==> src/rtl/spwc_regs.vh <==
`ifndef SPWC_REGS_VH
`define SPWC_REGS_VH

// ---------------------------------------------
// register offsets (byte addresses)
// ---------------------------------------------
`define SPWC_ADDR_CTRL      4'h0
`define SPWC_ADDR_OPA       4'h4
`define SPWC_ADDR_OPB       4'h8
`define SPWC_ADDR_STATUS    4'hC

// ---------------------------------------------
// register reset values
// ---------------------------------------------
`define SPWC_OPA_RESET      32'h00000000
`define SPWC_OPB_RESET      32'h00000000
`define SPWC_RDAT_RESET     32'h00000000
`define SPWC_STAT_RESET     32'h00000000

// ---------------------------------------------
// control fields
// ---------------------------------------------
`define SPWC_CTRL_EN_N      0
`define SPWC_CTRL_USE_SUB   1
`define SPWC_CTRL_MODE_LO   2
`define SPWC_CTRL_MODE_HI   3
`define SPWC_CTRL_START     4
`define SPWC_CTRL_RESET     5'h00

// ---------------------------------------------
// status fields
// ---------------------------------------------
`define SPWC_STAT_MAG       0
`define SPWC_STAT_DIFF      1
`define SPWC_STAT_GT        2
`define SPWC_STAT_LT        3
`define SPWC_STAT_EQ        4
`define SPWC_STAT_IDENT     5

// ---------------------------------------------
// serial modes
// ---------------------------------------------
`define SPWC_MODE_IDENT     2'h0
`define SPWC_MODE_LSB_MAG   2'h1
`define SPWC_MODE_MSB_MAG   2'h2
`define SPWC_MODE_MSB_GTLT  2'h3

// ---------------------------------------------
// comparator slice geometry
// ---------------------------------------------
`define SPWC_SLICE_W        5

`endif

==> src/rtl/spwc_top.v <==
// Overview of operation
// - identity mode sets difference flag on any mismatching bit; held until clear.
// - after last bit, difference set means unequal, cleared means equal.
// - identity verdict does not depend on bit order.
// - parallel identity XORs each bit pair; any mismatch drops equality.
// - serial magnitude reports greater, less, equal on two flags.
// - LSB-first: A1B0 sets magnitude, A0B1 clears it, mismatch sets difference.
// - MSB-first: first differing position alone decides; later bits change nothing.
// - MSB-first: greater flag set only on A1B0 with no earlier difference.
// - MSB-first: difference flag set on first mismatch, held until new clear.
// - alternative MSB-first: one flag greater, other flag less, both clear equal.
// - parallel comparator gives three exclusive active-high greater, less, equal outputs.
// - active-low enable high forces all three parallel outputs low.
// - equal output derived from greater and less, asserting when neither active.
// - wide comparison built from 5-bit slices combined in parallel, not rippled.
// - optional magnitude by subtracting B from A: sign and zero give result.
//
// Chosen here: the address map and the Wishbone register port.

`timescale 1ns/1ps
`default_nettype none

`include "spwc_regs.vh"

module spwc_top #(
	parameter PW = 30
) (
	input  wire        I_CLOCK,
	input  wire        I_NRST,
	// wishbone classic slave
	input  wire        I_WB_CYC,
	input  wire        I_WB_STB,
	input  wire        I_WB_WE,
	input  wire [3:0]  I_WB_ADR,
	input  wire [3:0]  I_WB_SEL,
	input  wire [31:0] I_WB_DAT,
	output wire [31:0] O_WB_DAT,
	output wire        O_WB_ACK,
	// serial bit stream from surrounding logic
	input  wire        I_SER_START,
	input  wire        I_SER_VALID,
	input  wire        I_SER_A,
	input  wire        I_SER_B,
	output wire        O_MAG_FLAG,
	output wire        O_DIFF_FLAG,
	// parallel results
	output wire        O_PAR_GT,
	output wire        O_PAR_LT,
	output wire        O_PAR_EQ
);

	localparam NS = (PW + `SPWC_SLICE_W - 1) / `SPWC_SLICE_W;
	localparam XW = NS * `SPWC_SLICE_W;

	// ---------------------------------------------
	// register file
	// ---------------------------------------------
	reg  [4:0]    ctrl_reg;
	reg  [31:0]   opa_reg;
	reg  [31:0]   opb_reg;
	reg           ack_reg;
	reg  [31:0]   rdat_reg;
	reg           sw_start_reg;

	reg           mag_reg;
	reg           diff_reg;
	reg           gt_reg;
	reg           lt_reg;
	reg           eq_reg;
	reg           ident_reg;

	wire          wb_req;
	wire          wb_wr;
	wire [1:0]    mode;
	wire          en_n;
	wire          use_sub;
	reg  [31:0]   status_word;
	reg  [31:0]   rdat_next;

	assign wb_req  = I_WB_CYC & I_WB_STB;
	// write lands on the edge that samples ack
	assign wb_wr   = wb_req & ack_reg & I_WB_WE;
	assign mode    = ctrl_reg[`SPWC_CTRL_MODE_HI:`SPWC_CTRL_MODE_LO];
	assign en_n    = ctrl_reg[`SPWC_CTRL_EN_N];
	assign use_sub = ctrl_reg[`SPWC_CTRL_USE_SUB];

	// ---------------------------------------------
	// status word
	// ---------------------------------------------
	// spare bits read zero so software can mask freely
	always @* begin
		status_word                    = `SPWC_STAT_RESET;
		status_word[`SPWC_STAT_MAG]    = mag_reg;
		status_word[`SPWC_STAT_DIFF]   = diff_reg;
		status_word[`SPWC_STAT_GT]     = gt_reg;
		status_word[`SPWC_STAT_LT]     = lt_reg;
		status_word[`SPWC_STAT_EQ]     = eq_reg;
		status_word[`SPWC_STAT_IDENT]  = ident_reg;
	end

	always @* begin
		case (I_WB_ADR)
			`SPWC_ADDR_CTRL:   rdat_next = {27'h0000000, ctrl_reg};
			`SPWC_ADDR_OPA:    rdat_next = opa_reg;
			`SPWC_ADDR_OPB:    rdat_next = opb_reg;
			`SPWC_ADDR_STATUS: rdat_next = status_word;
			// unmapped reads as zero, still acknowledged
			default:           rdat_next = 32'h00000000;
		endcase
	end

	function [31:0] merge_bytes;
		input [31:0] old_val;
		input [31:0] new_val;
		input [3:0]  sel;
		integer k;
		begin
			merge_bytes = old_val;
			for (k = 0; k < 4; k = k + 1) begin
				if (sel[k]) begin
					merge_bytes[k*8 +: 8] = new_val[k*8 +: 8];
				end
			end
		end
	endfunction

	always @(posedge I_CLOCK or negedge I_NRST) begin
		if (!I_NRST) begin
			ack_reg  <= 1'b0;
			rdat_reg <= `SPWC_RDAT_RESET;
		end else begin
			// one wait state, ack drops the cycle after
			ack_reg  <= wb_req & ~ack_reg;
			rdat_reg <= rdat_next;
		end
	end

	always @(posedge I_CLOCK or negedge I_NRST) begin
		if (!I_NRST) begin
			ctrl_reg     <= `SPWC_CTRL_RESET;
			opa_reg      <= `SPWC_OPA_RESET;
			opb_reg      <= `SPWC_OPB_RESET;
			sw_start_reg <= 1'b0;
		end else begin
			sw_start_reg <= 1'b0;
			if (wb_wr) begin
				case (I_WB_ADR)
					`SPWC_ADDR_CTRL: begin
						if (I_WB_SEL[0]) begin
							ctrl_reg[`SPWC_CTRL_EN_N]    <= I_WB_DAT[`SPWC_CTRL_EN_N];
							ctrl_reg[`SPWC_CTRL_USE_SUB] <= I_WB_DAT[`SPWC_CTRL_USE_SUB];
							ctrl_reg[`SPWC_CTRL_MODE_HI:`SPWC_CTRL_MODE_LO]
								<= I_WB_DAT[`SPWC_CTRL_MODE_HI:`SPWC_CTRL_MODE_LO];
							// start is a pulse, never stored, so it reads 0
							ctrl_reg[`SPWC_CTRL_START]   <= 1'b0;
							sw_start_reg                 <= I_WB_DAT[`SPWC_CTRL_START];
						end
					end
					`SPWC_ADDR_OPA: opa_reg <= merge_bytes(opa_reg, I_WB_DAT, I_WB_SEL);
					`SPWC_ADDR_OPB: opb_reg <= merge_bytes(opb_reg, I_WB_DAT, I_WB_SEL);
					default: begin
					end
				endcase
			end
		end
	end

	// ---------------------------------------------
	// serial comparator
	// ---------------------------------------------
	wire   ser_clear;
	wire   bit_gt;
	wire   bit_lt;
	wire   bit_ne;
	reg    mag_next;
	reg    diff_next;

	assign ser_clear = I_SER_START | sw_start_reg;
	assign bit_gt    = I_SER_A & ~I_SER_B;
	assign bit_lt    = ~I_SER_A & I_SER_B;
	assign bit_ne    = I_SER_A ^ I_SER_B;

	// clear wins over a bit in the same cycle
	always @* begin
		mag_next  = mag_reg;
		diff_next = diff_reg;
		if (ser_clear) begin
			mag_next  = 1'b0;
			diff_next = 1'b0;
		end else if (I_SER_VALID) begin
			case (mode)
				`SPWC_MODE_IDENT: begin
					diff_next = diff_reg | bit_ne;
				end
				`SPWC_MODE_LSB_MAG: begin
					if (bit_gt) begin
						mag_next = 1'b1;
					end else if (bit_lt) begin
						mag_next = 1'b0;
					end
					diff_next = diff_reg | bit_ne;
				end
				`SPWC_MODE_MSB_MAG: begin
					if (bit_gt && !diff_reg) begin
						mag_next = 1'b1;
					end
					diff_next = diff_reg | bit_ne;
				end
				default: begin
					if (!mag_reg && !diff_reg) begin
						mag_next  = bit_gt;
						diff_next = bit_lt;
					end
				end
			endcase
		end
	end

	always @(posedge I_CLOCK or negedge I_NRST) begin
		if (!I_NRST) begin
			mag_reg  <= 1'b0;
			diff_reg <= 1'b0;
		end else begin
			mag_reg  <= mag_next;
			diff_reg <= diff_next;
		end
	end

	// ---------------------------------------------
	// parallel comparator slices
	// ---------------------------------------------
	wire [XW-1:0] pa;
	wire [XW-1:0] pb;
	wire [NS-1:0] s_gt;
	wire [NS-1:0] s_lt;
	wire [NS-1:0] s_ne;
	wire [NS-1:0] win_gt;
	wire [NS-1:0] win_lt;
	wire          tree_gt;
	wire          tree_lt;
	wire          sub_gt;
	wire          sub_lt;
	wire          any_gt;
	wire          any_lt;
	wire [PW:0]   sub_diff;
	reg           gt_next;
	reg           lt_next;
	reg           eq_next;
	reg           ident_next;

	// ---------------------------------------------
	// operand padding
	// ---------------------------------------------
	// a zero-width pad is illegal, so only pad when slices overhang
	generate
		if (XW > PW) begin : g_pad
			assign pa = {{(XW-PW){1'b0}}, opa_reg[PW-1:0]};
			assign pb = {{(XW-PW){1'b0}}, opb_reg[PW-1:0]};
		end else begin : g_nopad
			assign pa = opa_reg[PW-1:0];
			assign pb = opb_reg[PW-1:0];
		end
	endgenerate

	genvar gi;
	generate
		for (gi = 0; gi < NS; gi = gi + 1) begin : g_slice
			wire [`SPWC_SLICE_W-1:0] sa;
			wire [`SPWC_SLICE_W-1:0] sb;
			wire [NS-1:0]            higher;
			assign sa = pa[gi*`SPWC_SLICE_W +: `SPWC_SLICE_W];
			assign sb = pb[gi*`SPWC_SLICE_W +: `SPWC_SLICE_W];
			assign s_gt[gi] = (sa > sb);
			assign s_lt[gi] = (sa < sb);
			assign s_ne[gi] = |(sa ^ sb);
			// no ripple: each slice sees all higher slices at once
			assign higher = s_ne & ~({NS{1'b1}} >> (NS - 1 - gi));
			assign win_gt[gi] = s_gt[gi] & ~(|higher);
			assign win_lt[gi] = s_lt[gi] & ~(|higher);
		end
	endgenerate

	assign tree_gt = |win_gt;
	assign tree_lt = |win_lt;

	// borrow means less, nonzero means greater
	assign sub_diff = {1'b0, opa_reg[PW-1:0]} - {1'b0, opb_reg[PW-1:0]};
	assign sub_lt   = sub_diff[PW];
	assign sub_gt   = ~sub_diff[PW] & (|sub_diff[PW-1:0]);

	assign any_gt = use_sub ? sub_gt : tree_gt;
	assign any_lt = use_sub ? sub_lt : tree_lt;

	// ---------------------------------------------
	// parallel result registers
	// ---------------------------------------------
	always @* begin
		gt_next    = ~en_n & any_gt;
		lt_next    = ~en_n & any_lt;
		eq_next    = ~en_n & ~any_gt & ~any_lt;
		ident_next = ~(|s_ne);
	end

	always @(posedge I_CLOCK or negedge I_NRST) begin
		if (!I_NRST) begin
			gt_reg    <= 1'b0;
			lt_reg    <= 1'b0;
			eq_reg    <= 1'b0;
			ident_reg <= 1'b0;
		end else begin
			gt_reg    <= gt_next;
			lt_reg    <= lt_next;
			eq_reg    <= eq_next;
			ident_reg <= ident_next;
		end
	end

	// ---------------------------------------------
	// outputs
	// ---------------------------------------------
	assign O_WB_DAT    = rdat_reg;
	assign O_WB_ACK    = ack_reg;
	assign O_MAG_FLAG  = mag_reg;
	assign O_DIFF_FLAG = diff_reg;
	assign O_PAR_GT    = gt_reg;
	assign O_PAR_LT    = lt_reg;
	assign O_PAR_EQ    = eq_reg;

endmodule

`default_nettype wire

==> config.mk <==
export PLATFORM = sky130hd
export DESIGN_NAME = spwc_top
export DESIGN_NICKNAME = d
export VERILOG_FILES = /design/src/rtl/spwc_top.v
export VERILOG_INCLUDE_DIRS = /design/src /design/src/rtl
export SDC_FILE = /design/constraint.sdc
export NUM_CORES = 1
export LEC_CHECK = 0
export ABC_AREA = 1
export BUFFER_PORTS_ARGS = -buffer_cell sky130_fd_sc_hd__buf_2
export CELL_PAD_IN_SITES_DETAIL_PLACEMENT = 0
export CELL_PAD_IN_SITES_GLOBAL_PLACEMENT = 2
export CORE_MARGIN = 1
export CORE_UTILIZATION = 35
export DETAILED_ROUTE_END_ITERATION = 10
export HOLD_SLACK_MARGIN = 0.06
export PLACE_DENSITY_LB_ADDON = 0.1
export SLEW_MARGIN = 20
export SYNTH_ARGS = -nofsm -noshare
export SYNTH_HDL_FRONTEND = slang
export SYNTH_SLANG_ARGS = --single-unit
==> constraint.sdc <==
create_clock -name I_CLOCK -period 4.7 [get_ports I_CLOCK]
set_input_delay 0.47 -clock I_CLOCK [delete_from_list [all_inputs] [get_ports I_CLOCK]]
set_output_delay 0.47 -clock I_CLOCK [all_outputs]
set_load 0.02 [all_outputs]
---- Yosys cells after proc, flatten, opt, wreduce, memory -nomap -nowiden ----
Index checks and enable logic that the tools add are counted.
W data, S select, Z words.
storage, ports and cells
  memories kept ........................... 0
  output and inout bits ................... 38
  bits of input ports ..................... 49
  bits in writable memories ............... 0
  word-level logic and storage cells ...... 129
  bits in registers ....................... 108
  latch bits .............................. 0
  ROM bits ................................ 0
cells by class
  mux-type cells .......................... 17
  shifts and indexed selects .............. 0
  magnitude comparators ................... 12
  eq/ne operators ......................... 8
  divide/modulo/power cells ............... 0
  bitwise gates (word level) .............. 43
  multipliers ............................. 0
  reduce and logical (&&, ||, !) cells .... 30
  $add $sub $neg .......................... 1
operators by type and width
  cell                  count
  $pmux W32 S4          1
  $reduce_or A30 Y1     2
  $sub A30 B30 Y31      1
  $gt A5 B5 Y1          6
  $lt A5 B5 Y1          6
  $xor A5 B5 Y5         6
  $reduce_and A3 Y1     9
  $reduce_or A25 Y1     1
  $and A1 B1 Y1         21
  $reduce_or A20 Y1     1
  $mux W1               15
  $reduce_or A15 Y1     1
  $not A1 Y1            13
  $reduce_or A6 Y1      2
  $reduce_or A10 Y1     1
  $eq A4 B4 Y1 const B  2
  $reduce_and A5 Y1     1
  $reduce_or A5 Y1      1
  $eq A4 B3 Y1 const B  1
  $logic_not A4 Y1      1
  $ne A4 B4 Y1 const B  1
  $reduce_bool A4 Y1    1
  $ne A3 B3 Y1 const B  1
  $pmux W1 S3           1
  other kinds (12)      15

---- Logic depth before layout (Yosys ltp) ----
  word-level depth ........................ 9
  gate-level depth with buffers ........... 21
  mapped depth without buffers ............ 21

---- Worst setup path after synthesis ----
No wires, ideal clock.
  path type ............................... reg-to-reg
  start point ............................. register opa_reg[0]
  end point ............................... register eq_reg, in the netlist O_PAR_EQ
  clock period less this slack ............ 2.168 ns
  cell stages (with the launch flop) ...... 21
  slack ................................... 2.532 ns
  arrival ................................. 2.096 ns
  setup time .............................. 0.071 ns
  path buffers ............................ 0
  data required time ...................... 4.629 ns
  cell sequence ........................... dfrtp_1 inv_1 ha_1 fa_1 inv_1 nand3_1 nand2_2 nand2_1 nand2_2 nand2_2 nand2_2 nand2_1 nand3_1 nand2_1 nor2_1 nand2_1 nor2_1 nand2_1 nand2_1 nand2_1 nor2_1
on the way
  word-level cells in the longest chain between the ends .. 7
  elaborated cells between the ends (all ways) .. 16
RTL lines
  element                                            line                            text
  start: declaration                                 spwc_top.v:59                   reg [31:0] opa_reg;
  start signal: assignment                           spwc_top.v:141                  opa_reg <= `SPWC_OPA_RESET;
  start signal: assignment                           spwc_top.v:159                  `SPWC_ADDR_OPA: opa_reg <= merge_bytes(opa_reg, I_WB_DAT, I_WB_SEL);
  $sub A30 B30 Y31 or $gt A5 B5 Y1 (tied branches)   spwc_top.v:287, spwc_top.v:273
  $reduce_or A30 Y1 (tied with other cells)          spwc_top.v:289                  assign sub_gt = ~sub_diff[PW] & (|sub_diff[PW-1:0]);
  $and A1 B1 Y1 or $reduce_or A6 Y1 (tied branches)  spwc_top.v:289, spwc_top.v:283
  $mux W1                                            spwc_top.v:291                  assign any_gt = use_sub ? sub_gt : tree_gt;
  $not A1 Y1                                         spwc_top.v:300                  eq_next = ~en_n & ~any_gt & ~any_lt;
  $and A1 B1 Y1                                      spwc_top.v:300
  $and A1 B1 Y1 (*)                                  spwc_top.v:300
  via eq_next                                        spwc_top.v:248                  reg eq_next;
  end signal: assignment                             spwc_top.v:313                  eq_reg <= eq_next;
  end: declaration                                   spwc_top.v:69                   reg eq_reg;
The timed path passes the listed nets; every way through them passes the cells marked *.
A chain may end at the register's enable or synchronous reset.

---- Worst setup path in the final report ----
  start point ............................. register opa_reg[24]
  end point ............................... register eq_reg, in the netlist O_PAR_EQ
on the way
  word-level cells in the longest chain between the ends .. 9
  elaborated cells between the ends (all ways) .. 33
RTL lines
  element                                                   line
  branches (longest 8 deep; another with $sub A30 B30 Y31)  --
  $and A1 B1 Y1 (*)                                         spwc_top.v:300
  via eq_next                                               spwc_top.v:248
Mark *: on every way through the listed nets, which the timed path passes.

==> out/results.tsv <==
metric	value	unit
Worst setup EP type	register	
core box area	18900	sq um
syn avg cell area	6.97	sq um
Hold WS	240	ps
Post-synth EDFFs	0	
post-route setup slack	2030	ps
count of pins over their slew limit	0	
CTS tree	yes	
fraction of layout cells with a size suffix above 1	13.3	%
final hold violation count	0	
Critical Setup Path Class	register to register	
clk buf depth	2	
largest net degree at the start of global routing	72	
CP Max Fanout	8	
antenna violations before repair	3	
Critical R2R Launch	opa_reg[24]	
die span in x	142	um
TNS Setup	0	ps
worst clock skew	7.94	ps
Max VDD drop	0.000154	V
DR WL/cell	15.9	um
Arrival @ worst endpoint	2950	ps
Setup-failing EPs final	0	
CP startpoint kind	register	
num ports	87	
Levels on crit path	10	
worst-skew pair later-pin latency	350	ps
Site Rows	50	
DIE HEIGHT	142	um
total leakage power	0.00447	uW
Post-DRT Antenna Nets	0	
Max stage delay on crit path	500	ps
CP top delay family	compound AO/OA/AOI/OAI gates	
Seq/Total Area, Yosys	39.5	%
main flop type after synthesis	dfrtp_1	
final instance area	7840	sq um
area added between synthesis and finish	14.7	%
DP HPWL	17100	um
Initial DRT Pass Iterations	4	
FMAX	374	MHz
Net Count, Synth	1068	
Synth Register Bits	108	
GPL Wtd Cong	0.912	
Setup WS pre-CTS	2090	ps
Tcrit/Tclk final	56.8	%
Port-buffer cells	86	
initial core utilization	36.2	%
unrepaired setup endpoints after global routing	no	
CP startpoint	opa_reg[24]	
number of synthesis warnings	0	
worst reg2reg path endpoint	O_PAR_EQ	
Slew @ Worst Pin	1040	ps
worst path required time	4980	ps
Placement Cell Area	7550	sq um
number of global-route vias before repair	6135	
Die ar.	20100	sq um
worst hold path class	input pin to asynchronous set/reset pin	
# diodes	0	
clk root buf	clkbuf_16	
synth unique cells	41	
CTS buffer count	9	
CP cell instances	ha_1, nand2_1, nor2_1, inv_1, o21bai_1, o21ai_0, or2_0, o31ai_1, nand2_1, nor2_1	
final wirelength	21100	um
buffers and inverters on the worst path	1	
Cells after Synth	981	
clk slew on worst S/H paths	70	ps
Critical Path End	O_PAR_EQ	
status	finished clean	
H-tree depth	3	
maxcap violations	0	
setup slack, reg-to-reg	2030	ps
DR vias/cell	4.67	
fin crit period	2670	ps
GRT overflow	0	
Sink Count	108	
slowest CP cell	ha_1	
Power Density	320	nW/um^2
Async S/R FF share, synth	100	%
total number of vias	6214	
global-route wire length before repair	33900	um
Synth Cell Area	6830	sq um
CTS resizes	0	
R2R cell count	10	
Post-CTS Setup Inserts	0	
DRC viols	0	
CTS Hold Bufs	0	
Iteration-0 DRC Markers	349	
Final nets	1153	
Slew headroom	30.6	%
gr usage total	22.2	%
## layout make-up
| class | instances | area [sq um] |
|---|---|---|
| Clock inverter | 4 | 31.3 |
| Timing Repair Buffer | 90 | 463 |
| Inverter | 185 | 694 |
| Tap cell | 260 | 325 |
| Multi-Input combinational cell | 672 | 3370 |
| Clock buffer | 11 | 253 |
| Sequential cell | 108 | 2700 |
| Fill cell | 2094 | 11100 |
## power by group
group	total, uW	internal, uW	switching, uW
registers	989	962	26.7
logic	775	254	520
clock network	745	390	355
## cells by family (layout without fill, tap and decap cells)
logic type               Yosys count  in the layout  share of synthesized area, %
adder cells (fa/ha/maj)           38             38                          7.07
AO/OA/AOI/OAI                    160            160                          13.0
buffers and inverters            201            290                          11.2
XOR/XNOR                           2              2                         0.256
AND/OR/NAND/NOR                  472            472                          28.9
flip-flops                       108            108                          39.5
## synthesized netlist by cell type, drive strengths merged (9+ instances only)
| library cell | instances | area [sq um] |
|---|---|---|
| nand2 | 329 | 1270 |
| inv | 185 | 694 |
| dfrtp | 108 | 2700 |
| o21ai | 98 | 490 |
| nor2 | 75 | 324 |
| nand3 | 44 | 235 |
| ha | 37 | 463 |
| a21oi | 32 | 168 |
| clkbuf | 11 | 41.3 |
| nand4 | 11 | 68.8 |
| nor3 | 9 | 50.1 |
## through the flow
step	total power, uW	cells	util (%)
finish	2510	1330	41.5
global route	2670	1330	41.5
CTS	2530	1330	41.5
detailed placement	1780	1315	40.0
global placement	1790	1315	40.0
floorplan	1530	981	-
## cells in the final DEF, fill, tap and decap left out, types with 2 or more instances in the layout
| cell | instances |
|---|---|
| nor2_1 | 64 |
| o22ai_1 | 5 |
| o21a_1 | 4 |
| o31ai_1 | 3 |
| clkbuf_16 | 9 |
| o21bai_1 | 5 |
| nand3_1 | 41 |
| inv_2 | 3 |
| buf_2 | 85 |
| a21oi_1 | 30 |
| nand2_2 | 15 |
| o211ai_1 | 2 |
| nor3_1 | 7 |
| nand2_1 | 314 |
| inv_1 | 182 |
| inv_6 | 2 |
| buf_4 | 5 |
| ha_1 | 37 |
| o2111ai_1 | 4 |
| nor3_2 | 2 |
| a22o_1 | 2 |
| dfrtp_1 | 108 |
| nand3_2 | 3 |
| o21ai_0 | 98 |
| nand4_1 | 11 |
| clkbuf_8 | 2 |
| nor2_4 | 3 |
| a21oi_2 | 2 |
| nor2_2 | 8 |
## routing by layer
layer | GRT usage (%) | part of all wire [%] | up-vias
met5 | 0 | 0.13 | -
met4 | 5.55 | 1.2 | 4
met3 | 3.21 | 4.8 | 17
met2 | 31.7 | 41 | 134
met1 | 34.7 | 53 | 2823
li1 | - | - | 3236
## how the worst min path moves through the flow
stage             start           to  slack, ps
6_report         I_NRST   O_MAG_FLAG        240
5_1_grt          I_NRST     O_WB_ACK        320
4_1_cts          I_NRST   O_MAG_FLAG        280
3_5_place_dp   O_WB_ACK     O_WB_ACK        430
3_3_place_gp   O_WB_ACK     O_WB_ACK        440
2_1_floorplan    I_NRST  O_DIFF_FLAG        170
No activity file was read; power rests on OpenSTA's default activity.
